===== src/core/csb_params.svh =====
// constants for the compare, skip and branch execution block
`ifndef CSB_PARAMS_SVH
`define CSB_PARAMS_SVH

`define CSB_PC_W        16
`define CSB_DATA_W      8
`define CSB_OFS_W       7
// status register flag positions
`define CSB_FLAG_C      0
`define CSB_FLAG_Z      1
`define CSB_FLAG_N      2
`define CSB_FLAG_V      3
`define CSB_FLAG_H      5
// program counter steps in words
`define CSB_PC_STEP_NEXT      16'h0001
`define CSB_PC_STEP_SKIP_ONE  16'h0002
`define CSB_PC_STEP_SKIP_TWO  16'h0003
// cycle costs
`define CSB_CYC_PLAIN         2'h1
`define CSB_CYC_SKIP_ONE      2'h2
`define CSB_CYC_SKIP_TWO      2'h3
`define CSB_CYC_BRANCH        2'h2
`define CSB_PC_RESET          16'h0000
`define CSB_STATUS_REGISTER_RESET        8'h00

`endif


===== src/core/csb_pkg.sv =====
// types for the compare, skip and branch execution block
package csb_pkg;

	typedef enum logic [2:0] {
		OP_COMPARE_SKIP_EQUAL,
		OP_COMPARE_IMMEDIATE,
		OP_SKIP_REG_BIT_CLEAR,
		OP_SKIP_REG_BIT_SET,
		OP_SKIP_IO_BIT_CLEAR,
		OP_SKIP_IO_BIT_SET,
		OP_BRANCH_FLAG_SET,
		OP_BRANCH_FLAG_CLEAR
	} csb_op_t;

	typedef enum logic {
		ST_IDLE,
		ST_WAIT
	} csb_state_t;

endpackage


===== src/core/csb_sub_flags.sv =====
// subtract-without-store flag generator for the compare with immediate
`timescale 1ns/1ps
`include "csb_params.svh"

module csb_sub_flags (
	// operands
	input  wire logic [`CSB_DATA_W-1:0] minuend,
	input  wire logic [`CSB_DATA_W-1:0] subtrahend,
	// flags
	output logic                        flag_z,
	output logic                        flag_n,
	output logic                        flag_v,
	output logic                        flag_c,
	output logic                        flag_h
);

	logic [`CSB_DATA_W-1:0] diff;

	// the difference is only looked at, never written back
	always_comb begin
		diff   = minuend - subtrahend;
		flag_z = (diff == 8'h00);
		flag_n = diff[7];
		flag_v = (minuend[7] & ~subtrahend[7] & ~diff[7])
			| (~minuend[7] & subtrahend[7] & diff[7]);
		flag_c = (minuend < subtrahend);
		flag_h = (minuend[3:0] < subtrahend[3:0]);
	end

endmodule // csb_sub_flags


===== src/core/csb_exec.sv =====
// execution of compare, conditional skip and conditional branch instructions
`timescale 1ns/1ps
`include "csb_params.svh"

module csb_exec (
	// clock and reset
	input  wire logic                   mclk,
	input  wire logic                   rst,
	// instruction request
	input  wire logic                   start,
	input  csb_pkg::csb_op_t            op,
	input  wire logic                   next_two_word,
	input  wire logic [`CSB_PC_W-1:0]   pc_in,
	// operands
	input  wire logic [`CSB_DATA_W-1:0] opnd_d,
	input  wire logic [`CSB_DATA_W-1:0] opnd_r,
	input  wire logic [`CSB_DATA_W-1:0] imm_k,
	input  wire logic [2:0]             bit_sel,
	input  wire logic [`CSB_DATA_W-1:0] io_data,
	input  wire logic [2:0]             flag_sel,
	input  wire logic [`CSB_OFS_W-1:0]  offset_k,
	input  wire logic [`CSB_DATA_W-1:0] status_register_in,
	// results
	output logic                        busy_r,
	output logic                        done_r,
	output logic [`CSB_PC_W-1:0]        pc_out_r,
	output logic [`CSB_DATA_W-1:0]      status_register_out_r,
	output logic                        status_we_r,
	output logic [1:0]                  cycles_r
);

	csb_pkg::csb_state_t state_r;
	csb_pkg::csb_state_t state_nxt;
	logic [1:0]                  cnt_r;
	logic [1:0]                  cnt_nxt;
	logic                        busy_nxt;
	logic                        done_nxt;
	logic [`CSB_PC_W-1:0]        pc_out_nxt;
	logic [`CSB_DATA_W-1:0]      status_register_nxt;
	logic                        status_we_nxt;
	logic [1:0]                  cycles_nxt;

	logic                        fz, fn, fv, fc, fh;
	logic                        skip;
	logic                        branch;
	logic [1:0]                  cost;
	logic [`CSB_PC_W-1:0]        pc_target;
	logic [`CSB_PC_W-1:0]        pc_branch;
	logic [`CSB_DATA_W-1:0]      status_register_cmp;
	logic                        accept;

	csb_sub_flags u_flags (
		.minuend    (opnd_d),
		.subtrahend (imm_k),
		.flag_z     (fz),
		.flag_n     (fn),
		.flag_v     (fv),
		.flag_c     (fc),
		.flag_h     (fh)
	);

	assign accept    = start && !busy_r;
	assign pc_branch = pc_in + {{(`CSB_PC_W-`CSB_OFS_W){offset_k[`CSB_OFS_W-1]}}, offset_k}
		+ `CSB_PC_STEP_NEXT;

	// outcome of the instruction presented this cycle
	always_comb begin
		skip   = 1'b0;
		branch = 1'b0;
		unique case (op)
			csb_pkg::OP_COMPARE_SKIP_EQUAL: skip = (opnd_d == opnd_r);
			csb_pkg::OP_COMPARE_IMMEDIATE:  skip = 1'b0;
			csb_pkg::OP_SKIP_REG_BIT_CLEAR: skip = !opnd_r[bit_sel];
			csb_pkg::OP_SKIP_REG_BIT_SET:   skip = opnd_r[bit_sel];
			csb_pkg::OP_SKIP_IO_BIT_CLEAR:  skip = !io_data[bit_sel];
			csb_pkg::OP_SKIP_IO_BIT_SET:    skip = io_data[bit_sel];
			csb_pkg::OP_BRANCH_FLAG_SET:    branch = status_register_in[flag_sel];
			csb_pkg::OP_BRANCH_FLAG_CLEAR:  branch = !status_register_in[flag_sel];
		endcase
		// length of the skipped word decides the step and the cost
		if (skip && next_two_word) begin
			pc_target = pc_in + `CSB_PC_STEP_SKIP_TWO;
			cost      = `CSB_CYC_SKIP_TWO;
		end else if (skip) begin
			pc_target = pc_in + `CSB_PC_STEP_SKIP_ONE;
			cost      = `CSB_CYC_SKIP_ONE;
		end else if (branch) begin
			pc_target = pc_branch;
			cost      = `CSB_CYC_BRANCH;
		end else begin
			pc_target = pc_in + `CSB_PC_STEP_NEXT;
			cost      = `CSB_CYC_PLAIN;
		end
		// only the compare with immediate touches flags; everything else passes them through
		status_register_cmp = status_register_in;
		if (op == csb_pkg::OP_COMPARE_IMMEDIATE) begin
			status_register_cmp[`CSB_FLAG_Z] = fz;
			status_register_cmp[`CSB_FLAG_N] = fn;
			status_register_cmp[`CSB_FLAG_V] = fv;
			status_register_cmp[`CSB_FLAG_C] = fc;
			status_register_cmp[`CSB_FLAG_H] = fh;
		end
	end

	// sequencer: next pc and flags are registered on taking; done is held back until the cost in cycles has run out
	always_comb begin
		state_nxt     = state_r;
		cnt_nxt       = cnt_r;
		busy_nxt      = busy_r;
		done_nxt      = 1'b0;
		pc_out_nxt    = pc_out_r;
		status_register_nxt      = status_register_out_r;
		status_we_nxt = 1'b0;
		cycles_nxt    = cycles_r;
		unique case (state_r)
			csb_pkg::ST_IDLE: begin
				if (accept) begin
					pc_out_nxt = pc_target;
					status_register_nxt   = status_register_cmp;
					cycles_nxt = cost;
					if (cost == `CSB_CYC_PLAIN) begin
						done_nxt      = 1'b1;
						status_we_nxt = (op == csb_pkg::OP_COMPARE_IMMEDIATE);
					end else begin
						state_nxt = csb_pkg::ST_WAIT;
						cnt_nxt   = cost - 2'h1;
						busy_nxt  = 1'b1;
					end
				end
			end
			csb_pkg::ST_WAIT: begin
				cnt_nxt = cnt_r - 2'h1;
				if (cnt_r == 2'h1) begin
					state_nxt = csb_pkg::ST_IDLE;
					busy_nxt  = 1'b0;
					done_nxt  = 1'b1;
				end
			end
		endcase
	end

	always_ff @(posedge mclk or posedge rst) begin
		if (rst) begin
			state_r               <= csb_pkg::ST_IDLE;
			cnt_r                 <= 2'h0;
			busy_r                <= 1'b0;
			done_r                <= 1'b0;
			pc_out_r              <= `CSB_PC_RESET;
			status_register_out_r <= `CSB_STATUS_REGISTER_RESET;
			status_we_r           <= 1'b0;
			cycles_r              <= 2'h0;
		end else begin
			state_r               <= state_nxt;
			cnt_r                 <= cnt_nxt;
			busy_r                <= busy_nxt;
			done_r                <= done_nxt;
			pc_out_r              <= pc_out_nxt;
			status_register_out_r <= status_register_nxt;
			status_we_r           <= status_we_nxt;
			cycles_r              <= cycles_nxt;
		end
	end
endmodule // csb_exec


===== config.mk =====
export PLATFORM = sky130hd
export DESIGN_NAME = csb_exec
export DESIGN_NICKNAME = d
export VERILOG_FILES = /design/src/core/csb_pkg.sv /design/src/core/csb_sub_flags.sv /design/src/core/csb_exec.sv
export VERILOG_INCLUDE_DIRS = /design/src /design/src/core
export SDC_FILE = /design/constraint.sdc
export NUM_CORES = 1
export LEC_CHECK = 0
export ABC_AREA = 0
export BUFFER_PORTS_ARGS = -buffer_cell sky130_fd_sc_hd__buf_2
export CORE_ASPECT_RATIO = 0.9
export CORE_MARGIN = 10
export CORE_UTILIZATION = 30
export DETAILED_ROUTE_END_ITERATION = 10
export GPL_ROUTABILITY_DRIVEN = 1
export PLACE_DENSITY = 0.65
export SLEW_MARGIN = 10
export SYNTH_ARGS = -nofsm -noshare
export SYNTH_HDL_FRONTEND = slang
export SYNTH_HIERARCHICAL = 1
export SYNTH_SLANG_ARGS = --single-unit

===== constraint.sdc =====
create_clock -name mclk -period 1.7 [get_ports mclk]
set_input_delay 0.17 -clock mclk [delete_from_list [all_inputs] [get_ports mclk]]
set_output_delay 0.17 -clock mclk [all_outputs]
set_load 0.005 [all_outputs]

==> Flow_metrics.wiki, run 1 <==
{| class="wikitable"
! Metric !! Value
|-
| Outcome || complete, but fails checks
|-
| Failing checks || setup timing
|-
| Clock network latency to the later pin of the worst-skew pair || 280 ps
|-
| FF+latch count, synth || 32
|-
| Area inside the core boundary || 0.01198 mm^2
|-
| Met1 track demand over resource in global routing || 20.47%
|-
| Pin slew with the least headroom to its limit || 432.2 ps
|-
| Setup repair after global routing missed its margin || true
|-
| DIE HEIGHT || 124.7 um
|-
| Half-perimeter wire length of the detailed placement result || 11220 um
|-
| Worst clock skew || 5.837 ps
|-
| Leakage dissipation || 3.066 nW
|-
| Dominant combinational cell family by area after synthesis || simple AND/OR/NAND/NOR gates
|-
| Cell Rows || 38
|-
| Number of endpoints failing setup at the final stage || 22
|-
| Reported max-cap violation count || 0
|-
| Minimum setup slack after placement || -830.4 ps
|-
| Clock sink count || 32
|-
| Total overflow reported by the global router || 0
|-
| CTS Root Cell || sky130_fd_sc_hd__clkbuf_16
|-
| DRT Pass-1 Iters || 5
|-
| Worst Hold Margin || 166.3 ps
|-
| Top cells by area, synth || sky130_fd_sc_hd__dfrtp_1 (22%), sky130_fd_sc_hd__ha_1 (9.9%), sky130_fd_sc_hd__xnor2_1 (6.0%)
|-
| Final worst-path setup slack || -432.1 ps
|-
| Die outline width || 136.3 um
|-
| Starting utilization of the core area || 30.47%
|-
| Placed Instances || 844
|-
| Required time worst endpoint || 1860 ps
|-
| Number of I/O pins || 105
|-
| Type of element launching the critical path || primary input
|-
| Proportion of synthesized area in mux cells || 8.944%
|-
| Instance area after placement || 0.005587 mm^2
|-
| Die Footprint || 0.01699 mm^2
|-
| Worst hold path type || in -> reg
|-
| Kind of critical path || in -> reg
|-
| Starting DRC count in detailed routing || 202
|-
| Wire length of the first global-routing pass || 23580 um
|-
| Layout area overhead || 85.88%
|-
| Number of nets in the finished design || 829
|-
| IR Drop Worst-Case VDD || 0.4462 mV
|-
| Setup slack of the worst register-to-register path || 30 ps
|-
| Maximum frequency from static timing analysis || 469.0 MHz
|-
| Clock buffers created by TritonCTS || 5
|-
| Area share of xor/xnor cells in the synthesized design || 9.356%
|-
| Max Slew Vio Count || 0
|-
| Fin crit share || 125.4%
|-
| Post-DRT Antenna Nets || 0
|-
| Data arrival time at the worst-slack endpoint || 2300 ps
|-
| Count of cells along the worst register-to-register path || 7
|-
| Final cell count without fillers || 883
|-
| Synthesized Nets || 564
|-
| Count of buffers inserted at the top-level ports || 104
|-
| Post-synthesis adder-cell area fraction || 11.03%
|-
| Per-cell via count in the routed design || 5.270
|-
| Routability congestion estimate || 0.9036
|-
| Fraction of layout instances using a drive strength above 1 || 55.12%
|-
| GR Util met2 || 28.57%
|-
| Worst slew margin relative to its limit || 71.19%
|-
| Final instance area || 0.006787 mm^2
|-
| GR peak layer || met2
|-
| GR met3 Demand/Resource || 2.944%
|-
| DR DRC count || 0
|-
| Flip-flop cell with the highest count after synthesis || sky130_fd_sc_hd__dfrtp_1
|-
| Capturing point of the worst reg2reg path || pc_out_r[15]
|-
| Worst setup path end || pc_out_r[12]
|-
| Number of distinct library cells after synthesis || 61
|-
| Vias post-DR || 4653
|-
| Initial antenna violation count || 1
|-
| EDFF count, synth || 0
|-
| Post-synthesis instance total || 457
|-
| Maximum clock path buffer count || 2
|-
| Clock tree from TritonCTS || yes
|-
| Synth Area in Compound Gates || 20.60%
|-
| Part of the Yosys area used for sequential elements || 21.93%
|-
| Minimum clock period || 2132 ps
|-
| Synth Area in Simple Gates || 23.51%
|-
| Synthesized area divided by synthesized cell count || 7.989 um^2
|-
| Number of global-route vias before repair || 4736
|-
| Yosys warning count || 6
|-
| Area of the mapped netlist || 0.003651 mm^2
|-
| Routed WL || 15360 um
|-
| Critical R2R Launch || state_r
|-
| Critical Path Fanout Max || 3
|-
| Number of H-tree levels || 2
|-
| GRT Total Usage || 16.67%
|-
| Worst Setup SP || pc_in[0]
|-
| Worst Setup End Kind || flip-flop
|-
| Ratio of total power to cell area || 746.3 mW/mm^2
|-
| Endpoints failing hold || 0
|-
| Maximum number of pins on one net before global-route repair || 33
|-
| Cell accounting for the most synthesized area || sky130_fd_sc_hd__dfrtp_1
|-
| Post-synth ARST share || 100.0%
|-
| Post-detailed-route wirelength per cell || 17.39 um
|-
| Share of the synthesized area in the top cell type || 21.93%
|-
| Clock transition at the register clock pins on the worst setup and hold paths after CTS || 60 ps
|}
[kinds of logic (layout without fill, tap and decap cells)]
| group | Yosys count | count (layout) |
|---|---|---|
| compound gates | 114 | 114 |
| other cells | 0 | 1 |
| flops | 32 | 32 |
| fa+ha+maj | 31 | 31 |
| buf+inv | 42 | 307 |
| mux | 24 | 24 |
| simple gates | 175 | 175 |
| xor+xnor | 39 | 39 |
[where the power goes]
part           switching, mW  total, mW  internal (mW)
logic                   1.38       2.81           1.43
clock network          0.329      0.943          0.614
registers              0.214       1.31           1.09
[registers in the layout, summed over array words and instances (netlist names)]
register               cells
state_r                    1
status_we_r                1
cycles_r                   2
pc_out_r                  16
cnt_r                      2
status_register_out_r      8
done_r                     1
busy_r                     1
[worst min path at each step]
stage	start	endpoint	depth (start not counted)
2_1_floorplan	status_register_in[4]	status_register_out_r[4]	2
4_1_cts	status_register_in[4]	status_register_out_r[4]	4
3_3_place_gp	rst	status_register_out_r[6]	3
6_report	status_register_in[6]	status_register_out_r[6]	4
5_1_grt	status_register_in[7]	status_register_out_r[7]	4
3_5_place_dp	rst	status_register_out_r[6]	3
[cell type report]
type	instances	area, um^2
clock buffer	7	152.6
fill	993	5195
tap	160	200.2
antenna	1	2.502
inverter	22	115.1
sequential	32	800.8
multi-input combinational	383	3402
timing repair buffer	278	2113
[synthesized netlist by cell type, types with 14 or more instances]
| cell type | n |
|---|---|
| sky130_fd_sc_hd__nor2_1 | 29 |
| sky130_fd_sc_hd__nor3_1 | 17 |
| sky130_fd_sc_hd__clkbuf_1 | 15 |
| sky130_fd_sc_hd__o21ai_0 | 25 |
| sky130_fd_sc_hd__nand2_1 | 57 |
| sky130_fd_sc_hd__mux2i_1 | 15 |
| sky130_fd_sc_hd__nand3_1 | 20 |
| sky130_fd_sc_hd__inv_1 | 21 |
| sky130_fd_sc_hd__a21oi_1 | 29 |
| sky130_fd_sc_hd__dfrtp_1 | 32 |
| sky130_fd_sc_hd__xor2_1 | 14 |
| sky130_fd_sc_hd__ha_1 | 29 |
| sky130_fd_sc_hd__xnor2_1 | 25 |
[layout by cell type (no fill, tap or decap), types with 5 or more instances in the layout]
cell type	Yosys	routed
sky130_fd_sc_hd__ha_4	0	12
sky130_fd_sc_hd__mux2i_1	15	9
sky130_fd_sc_hd__nand2_1	57	54
sky130_fd_sc_hd__mux4_2	4	6
sky130_fd_sc_hd__nand4_1	5	5
sky130_fd_sc_hd__dfrtp_1	32	32
sky130_fd_sc_hd__or3_1	7	5
sky130_fd_sc_hd__nand3_1	20	18
sky130_fd_sc_hd__buf_8	0	10
sky130_fd_sc_hd__a21oi_2	0	10
sky130_fd_sc_hd__inv_1	21	14
sky130_fd_sc_hd__nor3_1	17	8
sky130_fd_sc_hd__buf_6	1	27
sky130_fd_sc_hd__xnor2_1	25	24
sky130_fd_sc_hd__o211ai_1	6	6
sky130_fd_sc_hd__o21ai_2	0	5
sky130_fd_sc_hd__buf_4	0	152
sky130_fd_sc_hd__clkbuf_16	0	5
sky130_fd_sc_hd__nand2b_1	7	5
sky130_fd_sc_hd__a21oi_1	29	16
sky130_fd_sc_hd__xor2_1	14	14
sky130_fd_sc_hd__ha_1	29	17
sky130_fd_sc_hd__nor3_4	0	5
sky130_fd_sc_hd__buf_2	3	84
sky130_fd_sc_hd__nor2_1	29	24
sky130_fd_sc_hd__o21ai_1	1	10
sky130_fd_sc_hd__o21ai_0	25	10
[layer usage]
layer,part of all wire [%],vias up
li1,-,2219
met1,41,2235
met2,51,174
met3,6.6,25
met4,1.8,0
met5,0,-
[critical path, cell delays in order]
cell and delay [ps]:
sky130_fd_sc_hd__buf_8 110, sky130_fd_sc_hd__inv_12 40, sky130_fd_sc_hd__ha_4 120, sky130_fd_sc_hd__inv_2 40, sky130_fd_sc_hd__fa_2 360, sky130_fd_sc_hd__a21o_1 190, sky130_fd_sc_hd__a221oi_2 260, sky130_fd_sc_hd__o211ai_1 140
sky130_fd_sc_hd__o211a_1 270, sky130_fd_sc_hd__a2111oi_2 330, sky130_fd_sc_hd__nor4_1 100, sky130_fd_sc_hd__o22a_1 170
[stage by stage]
step                util, %  TNS, ps  power [mW]
CTS                   53.72    -4765       4.851
global placement      46.63   -14060       3.513
detailed placement    46.63   -15600       3.602
finish                56.64    -5592       5.065
global route          56.64    -7595       5.401
floorplan                 -    -4957       2.447
[repair_timing]
action	in CTS	in global routing
endpoints found under the hold margin	5	0
setup buffers	22	12
pin swaps	55	44
endpoints found under the setup margin	26	27
hold buffers	1	0
cloned	2	0
gates resized for setup	112	55
Note: power is estimated with default switching activity, not from simulation.
==> inputs of run 2 (changes only) <==
--- a/config.mk
+++ b/config.mk
@@ -17,5 +17,4 @@
 export SLEW_MARGIN = 10
 export SYNTH_ARGS = -nofsm -noshare
 export SYNTH_HDL_FRONTEND = slang
-export SYNTH_HIERARCHICAL = 1
 export SYNTH_SLANG_ARGS = --single-unit
==> run 2 against run 1 <==
Effect of this change: the flow still finishes with violations (setup timing); core utilization decreased by 6.4 points; worst setup slack better by 110 ps; area after synthesis decreased by 0.58%; critical path depth shrank 3; combinational power fell by 8.9%; sequential share of layout area rose by 1.6 points; non-clock buffer count decreased by 43; clock-buffer cell count fell by 2; fmax rose by 5.6%; via count shrank 7.6%; critical path type unchanged; highest routed layer is now met5.
==> Flow_metrics.wiki, run 2 <==
{| class="wikitable"
! Metric !! Value
|-
| Outcome || complete, but fails checks
|-
| Failing checks || setup timing
|-
| Maximum clock path buffer count || 2
|-
| Launch point of the worst hold path || status_register_in[4]
|-
| Final instance area || 0.005991 mm^2
|-
| Area of the mapped netlist || 0.003630 mm^2
|-
| Clock buffers created by TritonCTS || 5
|-
| Most frequent standard cell in the layout excluding fill and tap cells || sky130_fd_sc_hd__buf_4
|-
| Synthesized area divided by synthesized cell count || 7.943 um^2
|-
| Minimum clock period || 2019 ps
|-
| Routability congestion estimate || 0.9640
|-
| Met1 track demand over resource in global routing || 19.30%
|-
| Die Footprint || 0.01690 mm^2
|-
| Initial antenna violation count || 1
|-
| Worst Setup End Kind || flip-flop
|-
| Type of element launching the critical path || primary input
|-
| Area inside the core boundary || 0.01193 mm^2
|-
| Critical R2R Launch || busy_r
|-
| Worst slew margin relative to its limit || 72.69%
|-
| Biggest cell delay along the critical path || 470 ps
|-
| Endpoints failing hold || 0
|-
| DRT Pass-1 Iters || 4
|-
| Setup slack of the worst register-to-register path || 260 ps
|-
| Slowest cell on the critical path || sky130_fd_sc_hd__mux4_2
|-
| Yosys warning count || 0
|-
| IR Drop Worst-Case VDD || 0.4123 mV
|-
| GRT Total Usage || 15.13%
|-
| Cell accounting for the most synthesized area || sky130_fd_sc_hd__dfrtp_1
|-
| Clock tree from TritonCTS || yes
|-
| DR DRC count || 0
|-
| Pin slew with the least headroom to its limit || 409.7 ps
|-
| Half-perimeter wire length of the detailed placement result || 10660 um
|-
| GR met3 Demand/Resource || 2.742%
|-
| Max FFs per register || 16
|-
| Per-cell via count in the routed design || 5.111
|-
| Number of global-route vias before repair || 4347
|-
| Post-synth ARST share || 100.0%
|-
| Post-DRT Antenna Nets || 0
|-
| Synthesized Nets || 564
|-
| Worst clock skew || 4.556 ps
|-
| Leakage dissipation || 2.770 nW
|-
| Starting utilization of the core area || 30.42%
|-
| Placed Instances || 811
|-
| Post-detailed-route wirelength per cell || 16.10 um
|-
| Cell with the most instances after synthesis || sky130_fd_sc_hd__nand2_1
|-
| Number of H-tree levels || 2
|-
| Clock transition at the register clock pins on the worst setup and hold paths after CTS || 50 ps
|-
| Setup repair after global routing missed its margin || true
|-
| Fin crit share || 118.8%
|-
| Reg with most FFs || pc_out_r
|-
| Critical Path Fanout Max || 8
|-
| Maximum frequency from static timing analysis || 495.3 MHz
|-
| Number of I/O pins || 105
|-
| Required time worst endpoint || 1910 ps
|-
| Maximum number of pins on one net before global-route repair || 33
|-
| Cell-by-cell listing of the critical path || buf_2 -> mux4_2 -> mux2i_4 -> mux2i_4 -> buf_12 -> nand3_2 -> mux2_4 -> a211o_1 -> nand3_1
|-
| Final worst-path setup slack || -319.0 ps
|-
| EDFF count, synth || 0
|-
| Final cell count without fillers || 841
|-
| Fraction of layout instances using a drive strength above 1 || 47.43%
|-
| Layout area overhead || 65.05%
|-
| Clock network latency to the later pin of the worst-skew pair || 280 ps
|-
| Commonest cells after routing, fill and taps aside || sky130_fd_sc_hd__buf_4 (114), sky130_fd_sc_hd__buf_2 (95), sky130_fd_sc_hd__nand2_1 (56)
|-
| GR Util met2 || 25.17%
|-
| Max Slew Vio Count || 0
|-
| End point of the most critical hold path || status_register_out_r[4]
|-
| Wire length of the first global-routing pass || 21460 um
|-
| Count of buffers inserted at the top-level ports || 104
|-
| Vias post-DR || 4298
|-
| CTS Root Cell || sky130_fd_sc_hd__clkbuf_16
|-
| Clock sink count || 32
|-
| Die outline width || 135.9 um
|-
| Instance area after placement || 0.005190 mm^2
|-
| Most used standard cells in the synthesized netlist || sky130_fd_sc_hd__nand2_1 (59), sky130_fd_sc_hd__nor2_1 (37), sky130_fd_sc_hd__dfrtp_1 (32)
|-
| Count of cells along the worst register-to-register path || 7
|-
| Reported max-cap violation count || 0
|-
| Share of the synthesized area in the top cell type || 22.06%
|-
| Hold path cells || 3
|-
| Worst Hold Margin || 103.8 ps
|-
| Number of endpoints failing setup at the final stage || 25
|-
| Part of the Yosys area used for sequential elements || 22.06%
|-
| Ratio of total power to cell area || 820.3 mW/mm^2
|-
| Total overflow reported by the global router || 0
|-
| Top cells by area, synth || sky130_fd_sc_hd__dfrtp_1 (22%), sky130_fd_sc_hd__ha_1 (10%), sky130_fd_sc_hd__nand2_1 (6.1%)
|-
| Diode count || 0
|-
| Cell Rows || 38
|-
| DIE HEIGHT || 124.4 um
|-
| Capturing point of the worst reg2reg path || pc_out_r[12]
|-
| Worst hold path type || in -> reg
|-
| GR peak layer || met2
|-
| Data arrival time at the worst-slack endpoint || 2230 ps
|-
| Crit-path most repeated cell || sky130_fd_sc_hd__mux2i_4
|-
| Number of distinct library cells after synthesis || 60
|-
| Kind of critical path || in -> reg
|-
| Flip-flop cell with the highest count after synthesis || sky130_fd_sc_hd__dfrtp_1
|-
| Largest regs || pc_out_r (16), status_register_out_r (8)
|-
| Post-synthesis instance total || 457
|-
| Routed WL || 13540 um
|-
| Number of nets in the finished design || 787
|-
| FF+latch count, synth || 32
|-
| Minimum setup slack after placement || -735.8 ps
|-
| Starting DRC count in detailed routing || 198
|}
## run 2: changes by cell type in the layout (fill, tap and decap cells not counted), sizes merged, moves of 4 or more
| cell | previous run | this run |
|---|---|---|
| nor4 | 7 | 3 |
| xnor2 | 25 | 21 |
| o21ai | 26 | 34 |
| and4 | 4 | 0 |
| nor2 | 29 | 38 |
| xor2 | 14 | 19 |
| buf | 277 | 234 |
## run 2: logic make-up (layout without fill, tap and decap cells)
logic type	count (synthesis)	in the layout	synth area share, %
compound gates	119	119	21.23
xor+xnor	40	40	9.652
fa+ha+maj	31	31	11.10
buf+inv	40	264	4.860
flops	32	32	22.06
mux	20	20	8.066
simple gates	175	175	23.03
## run 2: worst max-delay path: cells and delay by family
family | cells | cell delay [ps]
buf+inv | 2 | 290
compound gates | 1 | 260
mux | 4 | 1350
simple gates | 2 | 140
## run 2: stage by stage
stage                     utilization (%)  setup TNS, ps  total power, mW
after floorplan                         -          -4808            2.504
after global placement              43.49         -13800            3.515
after detailed placement            43.49         -15900            3.595
after CTS                           48.44          -5154            4.805
after global routing                50.20          -7355            5.294
final                               50.20          -4885            4.914
## run 2: how the worst max path moves through the flow
stage,from,end,slack (ps),cells past startpoint
floorplan,flag_sel[0],pc_out_r[15],-360,8
global placement,flag_sel[0],pc_out_r[6],-650,9
detailed placement,bit_sel[0],pc_out_r[11],-740,9
CTS,bit_sel[0],pc_out_r[11],-310,9
global route,flag_sel[0],pc_out_r[15],-370,9
finish,status_register_in[1],pc_out_r[15],-320,9
## run 2: what timing repair did
| action | in CTS | in global routing |
|---|---|---|
| hold endpoints to repair | 32 | 0 |
| hold buffers | 1 | 0 |
| gates cloned | 1 | 0 |
| buffers inserted | 19 | 6 |
| endpoints found under the setup margin | 27 | 28 |
| gates resized for setup | 55 | 47 |
| pin swaps | 39 | 31 |
## run 2: cell type report
type / count / area [um^2]
sequential: 32 / 800.8
clock buffer: 5 / 125.1
inverter: 21 / 95.09
timing repair buffer: 235 / 1717
clock inverter: 3 / 42.54
tap: 160 / 200.2
fill: 1061 / 5943
multi-input combinational: 385 / 3010
## run 2: report_power, final
group / switching (mW) / internal, mW
clock network: 0.330 / 0.687
logic: 1.28 / 1.27
registers: 0.220 / 1.12
total: 1.83 / 3.08
## run 2: layer usage
metal	routed length (um)	vias up
met5	7	-
met4	188	2
met3	1003	17
met2	6551	121
met1	5788	2049
li1	-	2109
==> inputs of run 3 (changes only) <==
--- a/config.mk
+++ b/config.mk
@@ -6,14 +6,14 @@
 export SDC_FILE = /design/constraint.sdc
 export NUM_CORES = 1
 export LEC_CHECK = 0
-export ABC_AREA = 0
+export ABC_AREA = 1
 export BUFFER_PORTS_ARGS = -buffer_cell sky130_fd_sc_hd__buf_2
 export CORE_ASPECT_RATIO = 0.9
 export CORE_MARGIN = 10
 export CORE_UTILIZATION = 30
 export DETAILED_ROUTE_END_ITERATION = 10
 export GPL_ROUTABILITY_DRIVEN = 1
-export PLACE_DENSITY = 0.65
+export PLACE_DENSITY = 0.63
 export SLEW_MARGIN = 10
 export SYNTH_ARGS = -nofsm -noshare
 export SYNTH_HDL_FRONTEND = slang
==> run 3 against run 2 <==
Effect of this change: the run now ends clean; critical endpoint is now status_register_out_r[1]; power grew 1.5%; non-clock buffer count shrank 54; hold slack gained 59 ps.
==> Flow_metrics.wiki, run 3 <==
{| class="wikitable"
! Metric !! Value
|-
| Outcome || finished, final reports clean
|-
| Vias post-DR || 5016
|-
| Proportion of synthesized area in mux cells || 0%
|-
| Most used standard cells in the synthesized netlist || sky130_fd_sc_hd__nand2_1 (252), sky130_fd_sc_hd__inv_1 (108), sky130_fd_sc_hd__nand3_1 (68), sky130_fd_sc_hd__nor2_1 (68), sky130_fd_sc_hd__xor2_1 (36)
|-
| Slowest cell on the critical path || sky130_fd_sc_hd__fa_2
|-
| Synth Area in Compound Gates || 6.921%
|-
| Clock tree from TritonCTS || yes
|-
| Setup slack of the worst register-to-register path || 240 ps
|-
| Count of cells along the worst register-to-register path || 8
|-
| Starting DRC count in detailed routing || 353
|-
| End point of the most critical hold path || status_register_out_r[4]
|-
| Critical R2R Launch || busy_r
|-
| Fin crit share || 92.33%
|-
| Flip-flop cell with the highest count after synthesis || sky130_fd_sc_hd__dfrtp_1
|-
| Largest regs || pc_out_r (16), status_register_out_r (8)
|-
| Buffers and inverters on the worst path || 3
|-
| FF+latch count, synth || 32
|-
| GRT Total Usage || 14.00%
|-
| Worst Hold Margin || 163.0 ps
|-
| Cell accounting for the most synthesized area || sky130_fd_sc_hd__nand2_1
|-
| Maximum number of pins on one net before global-route repair || 33
|-
| Post-detailed-route wirelength per cell || 13.12 um
|-
| Data arrival time at the worst-slack endpoint || 1780 ps
|-
| Ratio of total power to cell area || 810.0 mW/mm^2
|-
| Instance area after placement || 0.005677 mm^2
|-
| Synthesized Nets || 849
|-
| Kind of critical path || in -> reg
|-
| Dominant combinational cell family by area after synthesis || simple AND/OR/NAND/NOR gates
|-
| Share of the synthesized area in the top cell type || 21.36%
|-
| Count of buffers inserted at the top-level ports || 104
|-
| Die outline width || 148.1 um
|-
| Commonest cells after routing, fill and taps aside || sky130_fd_sc_hd__nand2_1 (246), sky130_fd_sc_hd__inv_1 (102), sky130_fd_sc_hd__buf_2 (99)
|-
| Leakage dissipation || 3.394 nW
|-
| Per-cell via count in the routed design || 4.503
|-
| Clock buffers created by TritonCTS || 5
|-
| Post-DRT Antenna Nets || 0
|-
| Number of endpoints failing setup at the final stage || 0
|-
| Required time worst endpoint || 1910 ps
|-
| Area of the mapped netlist || 0.004429 mm^2
|-
| Cell-by-cell listing of the critical path || buf_6 -> inv_4 -> ha_4 -> inv_4 -> fa_2 -> xor2_2 -> nor4b_2 -> nand3_1 -> nor2_1 -> nand3_1 -> a2bb2oi_2
|-
| Placed Instances || 1101
|-
| Power share of the sequential group || 26.4%
|-
| Biggest cell delay along the critical path || 380 ps
|-
| Internal power || 3.046 mW
|-
| Clock network latency to the later pin of the worst-skew pair || 280 ps
|-
| Reg with most FFs || pc_out_r
|-
| Die Footprint || 0.02003 mm^2
|-
| DIE HEIGHT || 135.3 um
|-
| Util after Layout || 42.14%
|-
| Cell Rows || 42
|-
| Starting utilization of the core area || 30.32%
|-
| IR Drop Worst-Case VDD || 0.5436 mV
|-
| DR DRC count || 0
|-
| Yosys warning count || 0
|-
| Wire length of the first global-routing pass || 23320 um
|-
| Number of H-tree levels || 2
|-
| Clock transition at the register clock pins on the worst setup and hold paths after CTS || 50 ps
|-
| Max Slew Vio Count || 0
|-
| Worst Setup End Kind || flip-flop
|-
| Capturing point of the worst reg2reg path || pc_out_r[7]
|-
| Final cell count without fillers || 1114
|-
| Number of nets in the finished design || 1021
|-
| Final instance area || 0.006156 mm^2
|-
| Routability congestion estimate || 0.9062
|-
| Synth Area in Simple Gates || 43.31%
|-
| Area share of xor/xnor cells in the synthesized design || 10.48%
|-
| Fraction of layout instances using a drive strength above 1 || 28.74%
|-
| Clock sink count || 32
|-
| Most frequent standard cell in the layout excluding fill and tap cells || sky130_fd_sc_hd__nand2_1
|-
| Minimum clock period || 1570 ps
|-
| Top delay family on crit path || simple AND/OR/NAND/NOR gates
|-
| Post-synthesis instance total || 742
|-
| Top cells by area, synth || sky130_fd_sc_hd__nand2_1 (21%), sky130_fd_sc_hd__dfrtp_1 (18%), sky130_fd_sc_hd__inv_1 (9.2%)
|-
| Routed WL || 14620 um
|-
| Worst clock skew || 4.789 ps
|-
| Number of distinct library cells after synthesis || 38
|-
| Total negative setup slack || 0 ps
|-
| Power share of the combinational group || 53.4%
|-
| Max FFs per register || 16
|-
| Hold path cells || 3
|-
| Part of the Yosys area used for sequential elements || 18.08%
|-
| Type of element launching the critical path || primary input
|-
| Layout area overhead || 38.98%
|-
| Area inside the core boundary || 0.01461 mm^2
|-
| CTS Root Cell || sky130_fd_sc_hd__clkbuf_16
|-
| DRT Pass-1 Iters || 5
|-
| Critical Path Fanout Max || 2
|-
| Total power consumption of the routed design || 4.987 mW
|-
| Switching power total || 1.941 mW
|-
| Endpoints failing hold || 0
|-
| Initial antenna violation count || 0
|-
| Maximum frequency from static timing analysis || 637.1 MHz
|-
| Number of I/O pins || 105
|-
| Half-perimeter wire length of the detailed placement result || 12280 um
|-
| Synthesized area divided by synthesized cell count || 5.969 um^2
|-
| Number of global-route vias before repair || 4762
|-
| Worst slew margin relative to its limit || 71.36%
|-
| Pin slew with the least headroom to its limit || 429.6 ps
|-
| Worst hold path type || in -> reg
|-
| Clock group share of total power || 20.3%
|-
| Total overflow reported by the global router || 0
|-
| Launch point of the worst hold path || status_register_in[4]
|-
| EDFF count, synth || 0
|-
| Post-synthesis adder-cell area fraction || 9.096%
|-
| Cell with the most instances after synthesis || sky130_fd_sc_hd__nand2_1
|-
| Final worst-path setup slack || 130.4 ps
|-
| Reported max-cap violation count || 0
|-
| Post-synth ARST share || 100.0%
|-
| Minimum setup slack after placement || -247.0 ps
|-
| Switching power as a share of total power || 38.92%
|-
| Maximum clock path buffer count || 2
|}
==> run 3: cell types whose count changed after synthesis, sizes merged, moves of 8 or more <==
cell   previous run  this run
nand2            59       261
inv              21       112
nand3            18        70
nor2             38        73
xor2             19        36
mux2i            12         0
or2               1        13
nor3             19         9
o21ai            34        26
==> run 3: layout make-up <==
cell class | count | area (um^2)
fillers | 1597 | 8453
flip-flops and latches | 32 | 800.8
clock buffers | 6 | 128.9
inverters | 112 | 437.9
clock inverters | 2 | 35.03
well taps | 198 | 247.7
diodes | 1 | 2.502
repair buffers | 181 | 1170
multi-input cells | 582 | 3333
==> run 3: logic make-up after synthesis <==
logic type,count (synthesis)
adder cells (fa/ha/maj),31
flip-flops,32
buffers and inverters,128
AO/OA/AOI/OAI,56
XOR/XNOR,53
AND/OR/NAND/NOR,442
==> run 3: worst max-delay path by stage <==
stage	start	end	depth (start not counted)
floorplan	pc_in[0]	pc_out_r[14]	16
global placement	pc_in[0]	pc_out_r[14]	17
detailed placement	opnd_d[0]	status_register_out_r[0]	14
CTS	opnd_d[0]	status_register_out_r[0]	14
global route	pc_in[5]	pc_out_r[12]	17
finish	opnd_d[0]	status_register_out_r[1]	11
==> run 3: timing repair <==
action / CTS / global route
endpoints found under the setup margin: 0 / 16
hold endpoints to repair: 32 / 0
hold buffers: 1 / 0
resized for setup: 0 / 57
buffers inserted: 0 / 3
==> run 3: per-layer routing <==
metal / global-route usage, % / part of all wire [%]
met5: 0 / 0
met4: 3.025 / 0.79
met3: 2.639 / 6.1
met2: 22.52 / 46
met1: 19.01 / 47
==> run 3: power by group through the flow <==
| stage | clock network [mW] | logic [mW] | registers [mW] |
|---|---|---|---|
| global route | 1.06 | 3.00 | 1.35 |
| detailed placement | 0 | 2.54 | 1.33 |
| finish | 1.01 | 2.66 | 1.31 |
| global placement | 0 | 2.52 | 1.31 |
| floorplan | 0 | 1.45 | 1.34 |
| CTS | 1.03 | 2.55 | 1.31 |
==> run 3: worst min-delay path: stages <==
cell and delay [ps]:
sky130_fd_sc_hd__buf_2 90, sky130_fd_sc_hd__inv_1 50, sky130_fd_sc_hd__o21ai_0 80
